### src/include/ar_seq_regs.svh
// Purpose: register map, field positions and timing figures of the sequencer
// Assumes: 32-bit register port, 16-bit settings in the low bits
// Notes:   each number lives here once and is used by name
`ifndef AR_SEQ_REGS_SVH
`define AR_SEQ_REGS_SVH

`define AR_ADDR_W          8
`define AR_DATA_W          32
`define AR_SET_W           16
// register byte offsets
`define AR_OFS_CTRL        8'h00
`define AR_OFS_DEAD_SP     8'h04
`define AR_OFS_DEAD_3P     8'h08
`define AR_OFS_FOLLOW      8'h0c
`define AR_OFS_RECLAIM     8'h10
`define AR_OFS_PULSE       8'h14
`define AR_OFS_STATUS      8'h18
// reset values, in timebase ticks where a time
`define AR_RST_CTRL        16'h0001
`define AR_RST_DEAD_SP     16'h01f4
`define AR_RST_DEAD_3P     16'h03e8
`define AR_RST_FOLLOW      16'h0064
`define AR_RST_RECLAIM     16'h1388
`define AR_RST_PULSE       16'h0064
// status field layout
`define AR_ST_STATE_LSB    0
`define AR_ST_SHOT_LSB     4
`define AR_ST_FLAG_LSB     8
`define AR_ST_USED_W       14
// timebase: one tick per millisecond at the 8 ns clock
`define AR_CLK_PERIOD_NS   8
`define AR_TICK_NS         1000000
`define AR_TICK_CYCLES     (`AR_TICK_NS / `AR_CLK_PERIOD_NS)

`endif

### src/include/ar_seq_pkg.sv
// Purpose: types shared by the autoreclose sequencer
// Assumes: nothing beyond the standard language
// Notes:   no constants here, they live in the register header
package ar_seq_pkg;

  typedef enum logic [3:0] {
    ST_IDLE    = 4'b0000,
    ST_WAITCLR = 4'b0001,
    ST_DEAD    = 4'b0010,
    ST_CLOSE1  = 4'b0011,
    ST_WAITC1  = 4'b0100,
    ST_FOLLOW  = 4'b0101,
    ST_CLOSE2  = 4'b0110,
    ST_RECLAIM = 4'b0111,
    ST_LOCKOUT = 4'b1000
  } seq_state_type;

  // control register fields, msb first
  typedef struct packed {
    logic [9:0] spare;
    logic [1:0] max_shots;                      // shots allowed minus one
    logic       lead_two_first_shot_sync_check;
    logic       lead_one_first_shot_sync_check;
    logic       single_phase_mode;
    logic       enable;
  } ctrl_type;

  // conditioned field inputs
  typedef struct packed {
    logic reset_lockout;
    logic sync_ok_two;
    logic sync_ok_one;
    logic cb2_closed;
    logic cb1_closed;
    logic trip_single_pole;
    logic trip;
  } field_in_type;

endpackage

### src/rtl/ar_seq.sv
// Purpose: two-breaker autoreclose sequencer (leader closes, follower after)
// Assumes: field inputs are asynchronous levels; register port on clk_i
// Notes:   all intervals count a common millisecond tick
// Notes on behaviour
// - trip during reclaim starts another shot, or locks out on the last shot
// - single-pole cycle on first shot only
// - both in-progress outputs rise with the trip
// - dead timer after both open, trip reset
// - follower timer starts when leader reports closed
// - follower expiry pulses the second close
// - reclaim starts when second close pulse ends
// - quiet reclaim end flags success per breaker
// - last-shot reclaim trip locks out, clears both in-progress
// - after first trip, later shots are three-pole
// - separate single-phase and three-phase dead timers
// - first three-phase shot may wait for sync check
// - lockout and alarm held until reset pulse
// - each shot's dead timer starts at its shot
//
// Decided for this implementation: strobed register access and the address map.
`include "ar_seq_regs.svh"

module ar_seq #(
  parameter int TICK_CYCLES = `AR_TICK_CYCLES
) (
  input  wire logic                  clk_i,
  input  wire logic                  rst_n_i,
  input  wire logic [`AR_ADDR_W-1:0] addr_i,
  input  wire logic [`AR_DATA_W-1:0] wdata_i,
  input  wire logic                  wr_i,
  input  wire logic                  rd_i,
  output logic      [`AR_DATA_W-1:0] rdata_o,
  input  wire logic                  trip_i,
  input  wire logic                  trip_single_pole_i,
  input  wire logic                  cb1_closed_i,
  input  wire logic                  cb2_closed_i,
  input  wire logic                  sync_ok_one_i,
  input  wire logic                  sync_ok_two_i,
  input  wire logic                  reset_lockout_i,
  output logic      [1:0]            reclose_in_progress_o,
  output logic                       close_one_o,
  output logic                       close_two_o,
  output logic      [1:0]            success_o,
  output logic                       lockout_o,
  output logic                       alarm_o,
  output logic                       force_three_pole_o
);

  ar_seq_pkg::ctrl_type      ctrl_ff;
  ar_seq_pkg::field_in_type  meta_ff;
  ar_seq_pkg::field_in_type  in_ff;
  ar_seq_pkg::seq_state_type state_ff;
  ar_seq_pkg::seq_state_type nxt_state;
  logic [`AR_SET_W-1:0] dead_sp_ff;
  logic [`AR_SET_W-1:0] dead_3p_ff;
  logic [`AR_SET_W-1:0] follow_ff;
  logic [`AR_SET_W-1:0] reclaim_ff;
  logic [`AR_SET_W-1:0] pulse_ff;
  logic [`AR_SET_W-1:0] tmr_ff;
  logic [`AR_SET_W-1:0] nxt_tmr_load;
  logic [31:0]          div_ff;
  logic                 tick;
  logic                 tmr_zero;
  logic                 rst_lock_prev_ff;
  logic                 rst_lock_pulse;
  logic [1:0]           shot_ff;
  logic                 single_pole_ff;
  logic                 force_3p_ff;
  logic [1:0]           success_ff;
  logic                 alarm_ff;
  logic                 start;
  logic                 last_shot;
  logic                 sync_one_ok;
  logic                 sync_two_ok;
  logic [`AR_ST_USED_W-1:0] status;

  //////////////////////////////////////////////////////////////////////////////
  // two-stage synchronisers; the first stage feeds only the second
  always_ff @(posedge clk_i or negedge rst_n_i) begin
    if (!rst_n_i) begin
      meta_ff <= '0;
      in_ff   <= '0;
    end else begin
      meta_ff <= {reset_lockout_i, sync_ok_two_i, sync_ok_one_i,
                  cb2_closed_i, cb1_closed_i, trip_single_pole_i, trip_i};
      in_ff   <= meta_ff;
    end
  end

  // reset-lockout is taken on its rising edge only
  always_ff @(posedge clk_i or negedge rst_n_i) begin
    if (!rst_n_i) begin
      rst_lock_prev_ff <= 1'b0;
    end else begin
      rst_lock_prev_ff <= in_ff.reset_lockout;
    end
  end
  assign rst_lock_pulse = in_ff.reset_lockout & ~rst_lock_prev_ff;

  //////////////////////////////////////////////////////////////////////////////
  // timebase divider: one-cycle tick enable
  always_ff @(posedge clk_i or negedge rst_n_i) begin
    if (!rst_n_i) begin
      div_ff <= '0;
    end else if (div_ff == 32'(TICK_CYCLES - 1)) begin
      div_ff <= '0;
    end else begin
      div_ff <= div_ff + 32'h0000_0001;
    end
  end
  assign tick = (div_ff == 32'(TICK_CYCLES - 1));

  //////////////////////////////////////////////////////////////////////////////
  // register writes; interval settings only take effect at the next timer restart
  always_ff @(posedge clk_i or negedge rst_n_i) begin
    if (!rst_n_i) begin
      ctrl_ff    <= `AR_RST_CTRL;
      dead_sp_ff <= `AR_RST_DEAD_SP;
      dead_3p_ff <= `AR_RST_DEAD_3P;
      follow_ff  <= `AR_RST_FOLLOW;
      reclaim_ff <= `AR_RST_RECLAIM;
      pulse_ff   <= `AR_RST_PULSE;
    end else if (wr_i) begin
      case (addr_i)
        `AR_OFS_CTRL:    ctrl_ff    <= wdata_i[`AR_SET_W-1:0];
        `AR_OFS_DEAD_SP: dead_sp_ff <= wdata_i[`AR_SET_W-1:0];
        `AR_OFS_DEAD_3P: dead_3p_ff <= wdata_i[`AR_SET_W-1:0];
        `AR_OFS_FOLLOW:  follow_ff  <= wdata_i[`AR_SET_W-1:0];
        `AR_OFS_RECLAIM: reclaim_ff <= wdata_i[`AR_SET_W-1:0];
        `AR_OFS_PULSE:   pulse_ff   <= wdata_i[`AR_SET_W-1:0];
        default: ;
      endcase
    end
  end

  // status word seen by software
  assign status = {force_3p_ff, single_pole_ff, alarm_ff,
                   (state_ff == ar_seq_pkg::ST_LOCKOUT), success_ff,
                   2'b00, shot_ff, state_ff};

  // read data one cycle after the strobe; unmapped reads give zero
  always_ff @(posedge clk_i or negedge rst_n_i) begin
    if (!rst_n_i) begin
      rdata_o <= '0;
    end else if (rd_i) begin
      case (addr_i)
        `AR_OFS_CTRL:    rdata_o <= {16'h0000, ctrl_ff};
        `AR_OFS_DEAD_SP: rdata_o <= {16'h0000, dead_sp_ff};
        `AR_OFS_DEAD_3P: rdata_o <= {16'h0000, dead_3p_ff};
        `AR_OFS_FOLLOW:  rdata_o <= {16'h0000, follow_ff};
        `AR_OFS_RECLAIM: rdata_o <= {16'h0000, reclaim_ff};
        `AR_OFS_PULSE:   rdata_o <= {16'h0000, pulse_ff};
        `AR_OFS_STATUS:  rdata_o <= {18'h00000, status};
        default:         rdata_o <= '0;
      endcase
    end else begin
      rdata_o <= '0;
    end
  end

  //////////////////////////////////////////////////////////////////////////////
  // sequence decisions
  assign start     = (state_ff == ar_seq_pkg::ST_IDLE) & ctrl_ff.enable
                     & in_ff.trip;
  assign last_shot = (shot_ff >= ctrl_ff.max_shots);
  assign tmr_zero  = (tmr_ff == '0);
  // sync check applies to the first three-phase shot only
  assign sync_one_ok = !ctrl_ff.lead_one_first_shot_sync_check
                       | (shot_ff != 2'b00) | single_pole_ff
                       | in_ff.sync_ok_one;
  assign sync_two_ok = !ctrl_ff.lead_two_first_shot_sync_check
                       | (shot_ff != 2'b00) | single_pole_ff
                       | in_ff.sync_ok_two;

  // next state; a trip from dead time through second close ends the cycle
  always_comb begin
    nxt_state = state_ff;
    case (state_ff)
      ar_seq_pkg::ST_IDLE: begin
        if (start) nxt_state = ar_seq_pkg::ST_WAITCLR;
      end
      ar_seq_pkg::ST_WAITCLR: begin
        if (!in_ff.trip && !in_ff.cb1_closed && !in_ff.cb2_closed) begin
          nxt_state = ar_seq_pkg::ST_DEAD;
        end
      end
      ar_seq_pkg::ST_DEAD: begin
        if (in_ff.trip) nxt_state = ar_seq_pkg::ST_LOCKOUT;
        else if (tmr_zero && sync_one_ok) nxt_state = ar_seq_pkg::ST_CLOSE1;
      end
      ar_seq_pkg::ST_CLOSE1: begin
        if (in_ff.trip) nxt_state = ar_seq_pkg::ST_LOCKOUT;
        else if (in_ff.cb1_closed) nxt_state = ar_seq_pkg::ST_FOLLOW;
        else if (tmr_zero) nxt_state = ar_seq_pkg::ST_WAITC1;
      end
      ar_seq_pkg::ST_WAITC1: begin
        if (in_ff.trip) nxt_state = ar_seq_pkg::ST_LOCKOUT;
        else if (in_ff.cb1_closed) nxt_state = ar_seq_pkg::ST_FOLLOW;
      end
      ar_seq_pkg::ST_FOLLOW: begin
        if (in_ff.trip) nxt_state = ar_seq_pkg::ST_LOCKOUT;
        else if (tmr_zero && sync_two_ok) nxt_state = ar_seq_pkg::ST_CLOSE2;
      end
      ar_seq_pkg::ST_CLOSE2: begin
        if (in_ff.trip) nxt_state = ar_seq_pkg::ST_LOCKOUT;
        else if (tmr_zero) nxt_state = ar_seq_pkg::ST_RECLAIM;
      end
      ar_seq_pkg::ST_RECLAIM: begin
        if (in_ff.trip) begin
          // another shot if allowed, otherwise the fault persists
          if (last_shot) nxt_state = ar_seq_pkg::ST_LOCKOUT;
          else nxt_state = ar_seq_pkg::ST_WAITCLR;
        end else if (tmr_zero) begin
          nxt_state = ar_seq_pkg::ST_IDLE;
        end
      end
      ar_seq_pkg::ST_LOCKOUT: begin
        if (rst_lock_pulse) nxt_state = ar_seq_pkg::ST_IDLE;
      end
      default: nxt_state = ar_seq_pkg::ST_IDLE;
    endcase
  end

  always_ff @(posedge clk_i or negedge rst_n_i) begin
    if (!rst_n_i) begin
      state_ff <= ar_seq_pkg::ST_IDLE;
    end else begin
      state_ff <= nxt_state;
    end
  end

  //////////////////////////////////////////////////////////////////////////////
  // timer setting picked by the state being entered
  always_comb begin
    case (nxt_state)
      ar_seq_pkg::ST_DEAD:    nxt_tmr_load = single_pole_ff ? dead_sp_ff
                                                            : dead_3p_ff;
      ar_seq_pkg::ST_FOLLOW:  nxt_tmr_load = follow_ff;
      ar_seq_pkg::ST_RECLAIM: nxt_tmr_load = reclaim_ff;
      ar_seq_pkg::ST_CLOSE1:  nxt_tmr_load = pulse_ff;
      ar_seq_pkg::ST_CLOSE2:  nxt_tmr_load = pulse_ff;
      default:                nxt_tmr_load = '0;
    endcase
  end

  // one down-counter, reloaded on every state entry, so a shot's dead
  // timer only runs once that shot reaches its dead phase
  always_ff @(posedge clk_i or negedge rst_n_i) begin
    if (!rst_n_i) begin
      tmr_ff <= '0;
    end else if (nxt_state != state_ff) begin
      tmr_ff <= nxt_tmr_load;
    end else if (tick && !tmr_zero) begin
      tmr_ff <= tmr_ff - 16'h0001;
    end
  end

  //////////////////////////////////////////////////////////////////////////////
  // shot count and pole mode of the running sequence
  always_ff @(posedge clk_i or negedge rst_n_i) begin
    if (!rst_n_i) begin
      shot_ff        <= '0;
      single_pole_ff <= 1'b0;
      force_3p_ff    <= 1'b0;
    end else if (start) begin
      shot_ff        <= '0;
      single_pole_ff <= ctrl_ff.single_phase_mode & in_ff.trip_single_pole;
      force_3p_ff    <= 1'b1;
    end else if (state_ff == ar_seq_pkg::ST_RECLAIM &&
                 nxt_state == ar_seq_pkg::ST_WAITCLR) begin
      shot_ff        <= shot_ff + 2'b01;
      single_pole_ff <= 1'b0;
    end else if (nxt_state == ar_seq_pkg::ST_IDLE ||
                 nxt_state == ar_seq_pkg::ST_LOCKOUT) begin
      force_3p_ff    <= 1'b0;
      single_pole_ff <= 1'b0;
    end
  end

  // success flags: set on a quiet reclaim end, cleared by a new start
  always_ff @(posedge clk_i or negedge rst_n_i) begin
    if (!rst_n_i) begin
      success_ff <= '0;
    end else if (state_ff == ar_seq_pkg::ST_RECLAIM &&
                 nxt_state == ar_seq_pkg::ST_IDLE) begin
      success_ff <= 2'b11;
    end else if (start || rst_lock_pulse) begin
      success_ff <= '0;
    end
  end

  // alarm raised on lockout entry; the set beats a same-cycle reset pulse
  always_ff @(posedge clk_i or negedge rst_n_i) begin
    if (!rst_n_i) begin
      alarm_ff <= 1'b0;
    end else if (nxt_state == ar_seq_pkg::ST_LOCKOUT &&
                 state_ff != ar_seq_pkg::ST_LOCKOUT) begin
      alarm_ff <= 1'b1;
    end else if (rst_lock_pulse) begin
      alarm_ff <= 1'b0;
    end
  end

  //////////////////////////////////////////////////////////////////////////////
  // outputs; in-progress is combinational so it rises with the trip
  assign reclose_in_progress_o = {2{start |
                                 ((state_ff != ar_seq_pkg::ST_IDLE) &
                                  (state_ff != ar_seq_pkg::ST_LOCKOUT))}};
  assign close_one_o        = (state_ff == ar_seq_pkg::ST_CLOSE1);
  assign close_two_o        = (state_ff == ar_seq_pkg::ST_CLOSE2);
  assign success_o          = success_ff;
  assign lockout_o          = (state_ff == ar_seq_pkg::ST_LOCKOUT);
  assign alarm_o            = alarm_ff;
  assign force_three_pole_o = force_3p_ff & (shot_ff != 2'b00 |
                              !single_pole_ff);
endmodule

### config.mk
export PLATFORM = sky130hd
export DESIGN_NAME = ar_seq
export DESIGN_NICKNAME = d
export VERILOG_FILES = /design/src/include/ar_seq_pkg.sv /design/src/rtl/ar_seq.sv
export VERILOG_INCLUDE_DIRS = /design/src /design/src/include
export SDC_FILE = /design/constraint.sdc
export NUM_CORES = 1
export LEC_CHECK = 0
export BUFFER_PORTS_ARGS = -buffer_cell sky130_fd_sc_hd__buf_4
export CORE_AREA = 2 2 153 155
export DETAILED_ROUTE_END_ITERATION = 16
export DIE_AREA = 0 0 155 157
export SLEW_MARGIN = 0
export SYNTH_ARGS = -nofsm -noshare
export SYNTH_HDL_FRONTEND = slang
export SYNTH_SLANG_ARGS = --single-unit
export TNS_END_PERCENT = 10
### constraint.sdc
create_clock -name clk_i -period 3.15 [get_ports clk_i]
set_input_delay 0.1575 -clock clk_i [delete_from_list [all_inputs] [get_ports clk_i]]
set_output_delay 0.1575 -clock clk_i [all_outputs]
set_load 0.03 [all_outputs]
# Word level (Yosys, flattened, before mapping)
# Cells that the tools add are included.
[word_totals]
regBits = 202
latchBits = 0
ram_bits = 0
mem_bits_ro = 0
mem_count = 0
[op_classes]
addsub = 3
multipliers = 0
n_div = 0
magnitude_cmp = 1
eq_ne = 25
shift = 0
muxes = 36
bitwise = 15
n_reduce_logical = 37
[op_table]
columns = ["operator", "count"]
rows = [
  ["16-bit one-hot mux with 7 select lines", 1],
  ["4-bit 2-to-1 mux", 17],
  ["32-bit 2-to-1 mux", 2],
  ["16-bit one-hot mux with 4 select lines", 1],
  ["16-bit 2-to-1 mux", 3],
  ["4-bit one-hot mux with 9 select lines", 1],
  ["32-bit by 1-bit adder with 32-bit output, second input constant", 1],
  ["32-bit by 17-bit == test with 1-bit output, second input constant", 1],
  ["4-bit by 3-bit == test with 1-bit output, second input constant", 7],
  ["8-bit by 5-bit == test with 1-bit output, second input constant", 3],
  ["4-bit by 2-bit == test with 1-bit output, second input constant", 4],
  ["8-bit by 4-bit == test with 1-bit output, second input constant", 2],
  ["16-bit logical NOT", 1],
  ["16-bit by 1-bit subtractor with 16-bit output, second input constant", 1],
  ["2-bit AND reduction", 7],
  ["2-bit nonzero test", 6],
  ["4-bit by 1-bit == test with 1-bit output, second input constant", 2],
  ["4-bit == test, second input constant", 2],
  ["8-bit by 3-bit == test with 1-bit output, second input constant", 1],
  ["1-bit logical AND", 8],
  ["4-bit logical NOT", 2],
  ["8-bit logical NOT", 1],
  ["2-bit 2-to-1 mux", 4],
  ["1-bit bitwise OR", 8],
  ["other kinds (13)", 31],
]

# Longest topological paths before layout
[depth]
depth_word = 13
ltp_mapped = 12
ltp_nobuf = 10

# Worst setup path after synthesis
# Ideal clock, no wire load.
[synth_timing]
path_kind = "flip-flop to flip-flop"
startpoint = "register tmr_ff[0]"
endpoint = "register tmr_ff[10]"
setup_ns = 0.077
arrival_ns = 2.692
required_time_ns = 3.073
path_slack_ns = 0.382
stages_incl_launch_ff = 13
path_buffers = 2
period_less_slack_ns = 2.768
cell_sequence = "dfrtp_1 > inv_1 > ha_1 > nor4b_2 > nand4_4 > or2_4 > a31o_4 > or4b_4 > buf_6 > buf_6 > o22ai_1 > o21ai_1 > o21ai_1"
[synth_between]
elab_chain_cells = 9
elab_cells_between_ends = 29
classes_between = "1 x add/sub; 6 x eq/ne; 15 x mux; 7 x reduce/logical"
[synth_lines]
columns = ["element", "line_no", "text"]
rows = [
  ["start, declared", "ar_seq.sv:59", "logic [`AR_SET_W-1:0] tmr_ff;"],
  ["start signal, assigned", "ar_seq.sv:252", "tmr_ff <= nxt_tmr_load;"],
  ["start signal, assigned", "ar_seq.sv:254", "tmr_ff <= tmr_ff - 16'h0001;"],
  ["16-bit logical NOT (*)", "ar_seq.sv:166", "assign tmr_zero = (tmr_ff == '0);"],
  ["4-bit 2-to-1 mux (tied with other cells)", "ar_seq.sv:194", "else if (tmr_zero) nxt_state = ar_seq_pkg::ST_WAITC1;"],
  ["4-bit 2-to-1 mux, on equally long branches", "ar_seq.sv:193, ar_seq.sv:189, ar_seq.sv:202", ""],
  ["4-bit 2-to-1 mux, on equally long branches", "ar_seq.sv:192, ar_seq.sv:188, ar_seq.sv:201", ""],
  ["4-bit one-hot mux with 9 select lines (*)", "ar_seq.sv:178", "case (state_ff)"],
  ["named net nxt_state[2]", "ar_seq.sv:53", "ar_seq_pkg::seq_state_type nxt_state;"],
  ["4-bit by 3-bit == test with 1-bit output / 4-bit by 2-bit == test with 1-bit output (equally long branches)", "ar_seq.sv:235", "case (nxt_state)"],
  ["2-bit OR reduction (no line)", "n/a", ""],
  ["16-bit one-hot mux with 4 select lines", "ar_seq.sv:235", ""],
  ["16-bit 2-to-1 mux", "ar_seq.sv:251", "end else if (nxt_state != state_ff) begin"],
]
# Mark *: on every way through the listed nets, which the timed path passes. The rest lies on a longest branch. The select of a mux whose other input is x is not followed.
# A chain may end at the register's enable or synchronous reset.

# Worst setup path after layout
[layout_timing]
startpoint = "register tmr_ff[0]"
endpoint = "register tmr_ff[1]"
[layout_between]
elab_chain_cells = 9
elab_cells_between_ends = 29
classes_between = "1 x add/sub; 6 x eq/ne; 15 x mux; 7 x reduce/logical"
[layout_lines]
columns = ["element", "line_no"]
rows = [
  ["16-bit logical NOT", "ar_seq.sv:166"],
  ["4-bit 2-to-1 mux (tied with other cells)", "ar_seq.sv:194"],
  ["4-bit 2-to-1 mux, on equally long branches", "ar_seq.sv:193, ar_seq.sv:189, ar_seq.sv:202"],
  ["4-bit 2-to-1 mux, on equally long branches", "ar_seq.sv:192, ar_seq.sv:188, ar_seq.sv:201"],
  ["4-bit one-hot mux with 9 select lines", "ar_seq.sv:178"],
  ["4-bit by 3-bit == test with 1-bit output / 4-bit by 2-bit == test with 1-bit output (equally long branches)", "ar_seq.sv:235"],
  ["2-bit OR reduction (no line)", "n/a"],
  ["16-bit one-hot mux with 4 select lines", "ar_seq.sv:235"],
  ["16-bit 2-to-1 mux", "ar_seq.sv:251"],
]
# Several ways; a longest one is shown, not always the timed one. The select of a mux whose other input is x is not followed.

==> results_dict.tcl <==
set metrics [dict create \
    synth.cell_area_sq_mm 0.00898 \
    hold_viol 0 \
    nets 939 \
    fin_util 0.480 \
    antennaDiodeCount 0 \
    cts_tree "yes" \
    yosysWarnings 0 \
    async_flop_share 1.00 \
    portBuffers 59 \
    gp_congestion 0.912 \
    dieArea_sq_mm 0.0243 \
    vias_per_cell 5.71 \
    drcViolationCount 0 \
    endpoint_kind "flop" \
    ys_ff_latch 185 \
    avgRoutedWirePerCell_microns 20.0 \
    status "finished clean" \
    drt_pass1_iterations 5 \
    crit_arrival_ns 3.36 \
    drt_wl_total_mm 23.7 \
    drv_slew 0 \
    htree_levels 4 \
    overflow 0 \
    worst_pin_slew_ns 1.01 \
    fin_crit_sh 0.958 \
    grt_usage 0.198 \
    clk_path_buf_depth 2 \
    layout-drive-gt1-share 0.308 \
    slew_headroom 0.324 \
    worstSetupPathType "reg -> reg" \
    synth-edff-count 0 \
    cts_buffers 17 \
    fmax_mhz 331 \
    io-pin-count 92 \
    syn_area_per_cell_sq_um 11.5 \
    synth_largest_area_cell "dfrtp_1" \
    grt_pass1_vias 6727 \
    hold_path_class "in -> reg" \
    grt_first_pass_wirelength_mm 37.2 \
    fp.dieW_microns 155 \
    synth_flop_cell "dfrtp_1" \
    drt-initial-drc-count 500 \
    syn_inst 783 \
    placed_area_sq_mm 0.00992 \
    syn_to_final_growth_pct 20.3 \
    ant_nets 0 \
    rows 55 \
    seq_area_frac_synth 0.519 \
    power.leakage_nw 4.72 \
    finalSetupViolCount 0 \
    vias 6742 \
    dp_slack_ns 0.00250 \
    powerDensity_mw_per_mm2 511 \
    fin_area_sq_mm 0.0108 \
    core_area_sq_mm 0.0225 \
    start_kind "flop" \
    die_h_microns 157 \
    total_power_mw 5.52 \
    ir_drop_mv 0.297 \
    dp_hpwl_mm 14.9 \
    grt_max_degree 76 \
    synth.distinct_cells 61 \
    clkLatencyLatePin_ns 0.43 \
    cts.sinks 185 \
    cts.clk_slew.worst_paths_ns 0.07 \
    antenna_found_initial 0 \
    initial_core_util 0.399 \
    ctsRootBufferMaster "clkbuf_16" \
    required_ns 3.49 \
    period_minus_slack_ns 3.02 \
    synthTopCellsByArea "dfrtp_1 (45%), mux2_2 (12%), dfstp_2 (7.0%), mux2i_1 (3.6%), a22oi_1 (3.0%)" \
    fin_skew_ns 0.0112 \
    crit_fanout 8 \
    synth_top_area_frac 0.449 \
    drv_cap 0 \
    worst_slack_ns 0.132 \
]
[metrics by stage]
step / hold WS, ns / instances / setup TNS, ns
2_1_floorplan: -0.138 / 798 / 0
3_3_place_gp: 0.228 / 1129 / 0
3_5_place_dp: 0.232 / 1129 / 0
4_1_cts: 0.000121 / 1176 / 0
5_1_grt: 0.00333 / 1181 / -0.00551
6_report: 0.0146 / 1181 / 0
[final cells by class]
cell class,instances,area [sq um]
Inverter,13,48.8
Multi-Input combinational cell,550,4140
Fill cell,2040,11700
Sequential cell,185,4660
Tap cell,285,357
Clock inverter,14,188
Timing Repair Buffer,116,977
Clock buffer,18,429
[cell usage after synthesis, types with 11 or more instances]
cell type / instances
mux2i_1: 32
o22ai_1: 16
nor3_1: 26
a22oi_1: 36
buf_4: 18
dfrtp_1: 161
o21ai_1: 27
clkbuf_1: 23
and3_1: 15
a222oi_1: 12
xnor2_1: 25
mux2_2: 97
xor2_1: 19
nor2_1: 42
dfstp_2: 24
nand2_1: 53
a31oi_1: 17
nor4_1: 11
nand3_1: 20
inv_1: 13
[flip-flops by register name (all words and copies together) (netlist names)]
signal and cells:
rdata_o 16, single_pole_ff 1, div_ff 32, force_3p_ff 1, state_ff 4, alarm_o 1, in_ff 7, ctrl_ff 16
success_o 1, dead_sp_ff 16, pulse_ff 16, dead_3p_ff 16, reclaim_ff 16, follow_ff 16, tmr_ff 16, rst_lock_prev_ff 1
meta_ff 7, shot_ff 2
[routing by layer]
layer	GRT usage	part of all wire	vias up
li1	-	-	3063
met3	0.0388	0.056	30
met5	0	0	-
met4	0.0635	0.017	0
met2	0.323	0.49	232
met1	0.266	0.44	3417
[path summary, 6_finish.rpt]
path | startpoint | end | slack [ns] | cells past startpoint
worst max-delay path | tmr_ff[0] | tmr_ff[1] | 0.13 | 12
worst min-delay path | wdata_i[0] | dead_sp_ff[0] | 0.01 | 2
worst max register to register | tmr_ff[0] | tmr_ff[1] | 0.13 | 12
worst min register to register | meta_ff[1] | in_ff[1] | 0.35 | 0
max in group asynchronous | rst_n_i | dead_sp_ff[7] | 2.05 | 3
min in group asynchronous | rst_n_i | meta_ff[4] | 0.30 | 2
[cells in the final DEF (no fill, tap or decap), types with 23 or more instances in the layout]
cell type  instances
dfrtp_1          161
mux2_2            97
buf_4             95
nand2_1           53
nor2_1            42
a22oi_1           36
mux2i_1           32
o21ai_1           27
xnor2_1           25
dfstp_2           24
nor3_1            23
[critical path, stage by stage (launching register included)]
cell     delay (ns)
dfrtp_1        0.39
inv_1          0.09
ha_1           0.18
nor4b_4        0.26
nand4_4        0.19
buf_4          0.20
a32oi_1        0.19
a21oi_2        0.11
buf_4          0.18
or4b_4         0.67
o22ai_1        0.29
o21ai_1        0.12
o21ai_0        0.08
[power by group]
group	total (mW)	internal [mW]	leakage (nW)	switching, mW
logic	0.739	0.283	2.00	0.456
registers	2.55	2.47	2.43	0.0797
clock network	2.23	1.21	0.294	1.02
total	5.52	3.96	4.72	1.56
[repair_timing]
action / in CTS / in global routing
hold endpoints to repair: 106 / 0
resized for setup: 1 / 12
pin swaps: 0 / 3
hold buffers: 15 / 0
setup buffers: 0 / 3
endpoints found under the setup margin: 6 / 17
cloned: 0 / 2
[cells by family (layout without fill, tap and decap cells)]
group,after synthesis,after routing,share of synthesized area
XOR/XNOR,44,44,0.0429
AO/OA/AOI/OAI,143,143,0.111
multiplexers,129,129,0.157
other,1,16,0.000418
AND/OR/NAND/NOR,212,213,0.126
flip-flops,185,185,0.519
buffers and inverters,64,161,0.0369
adder cells (fa/ha/maj),5,5,0.00697
No activity file was read; power rests on OpenSTA's default activity.
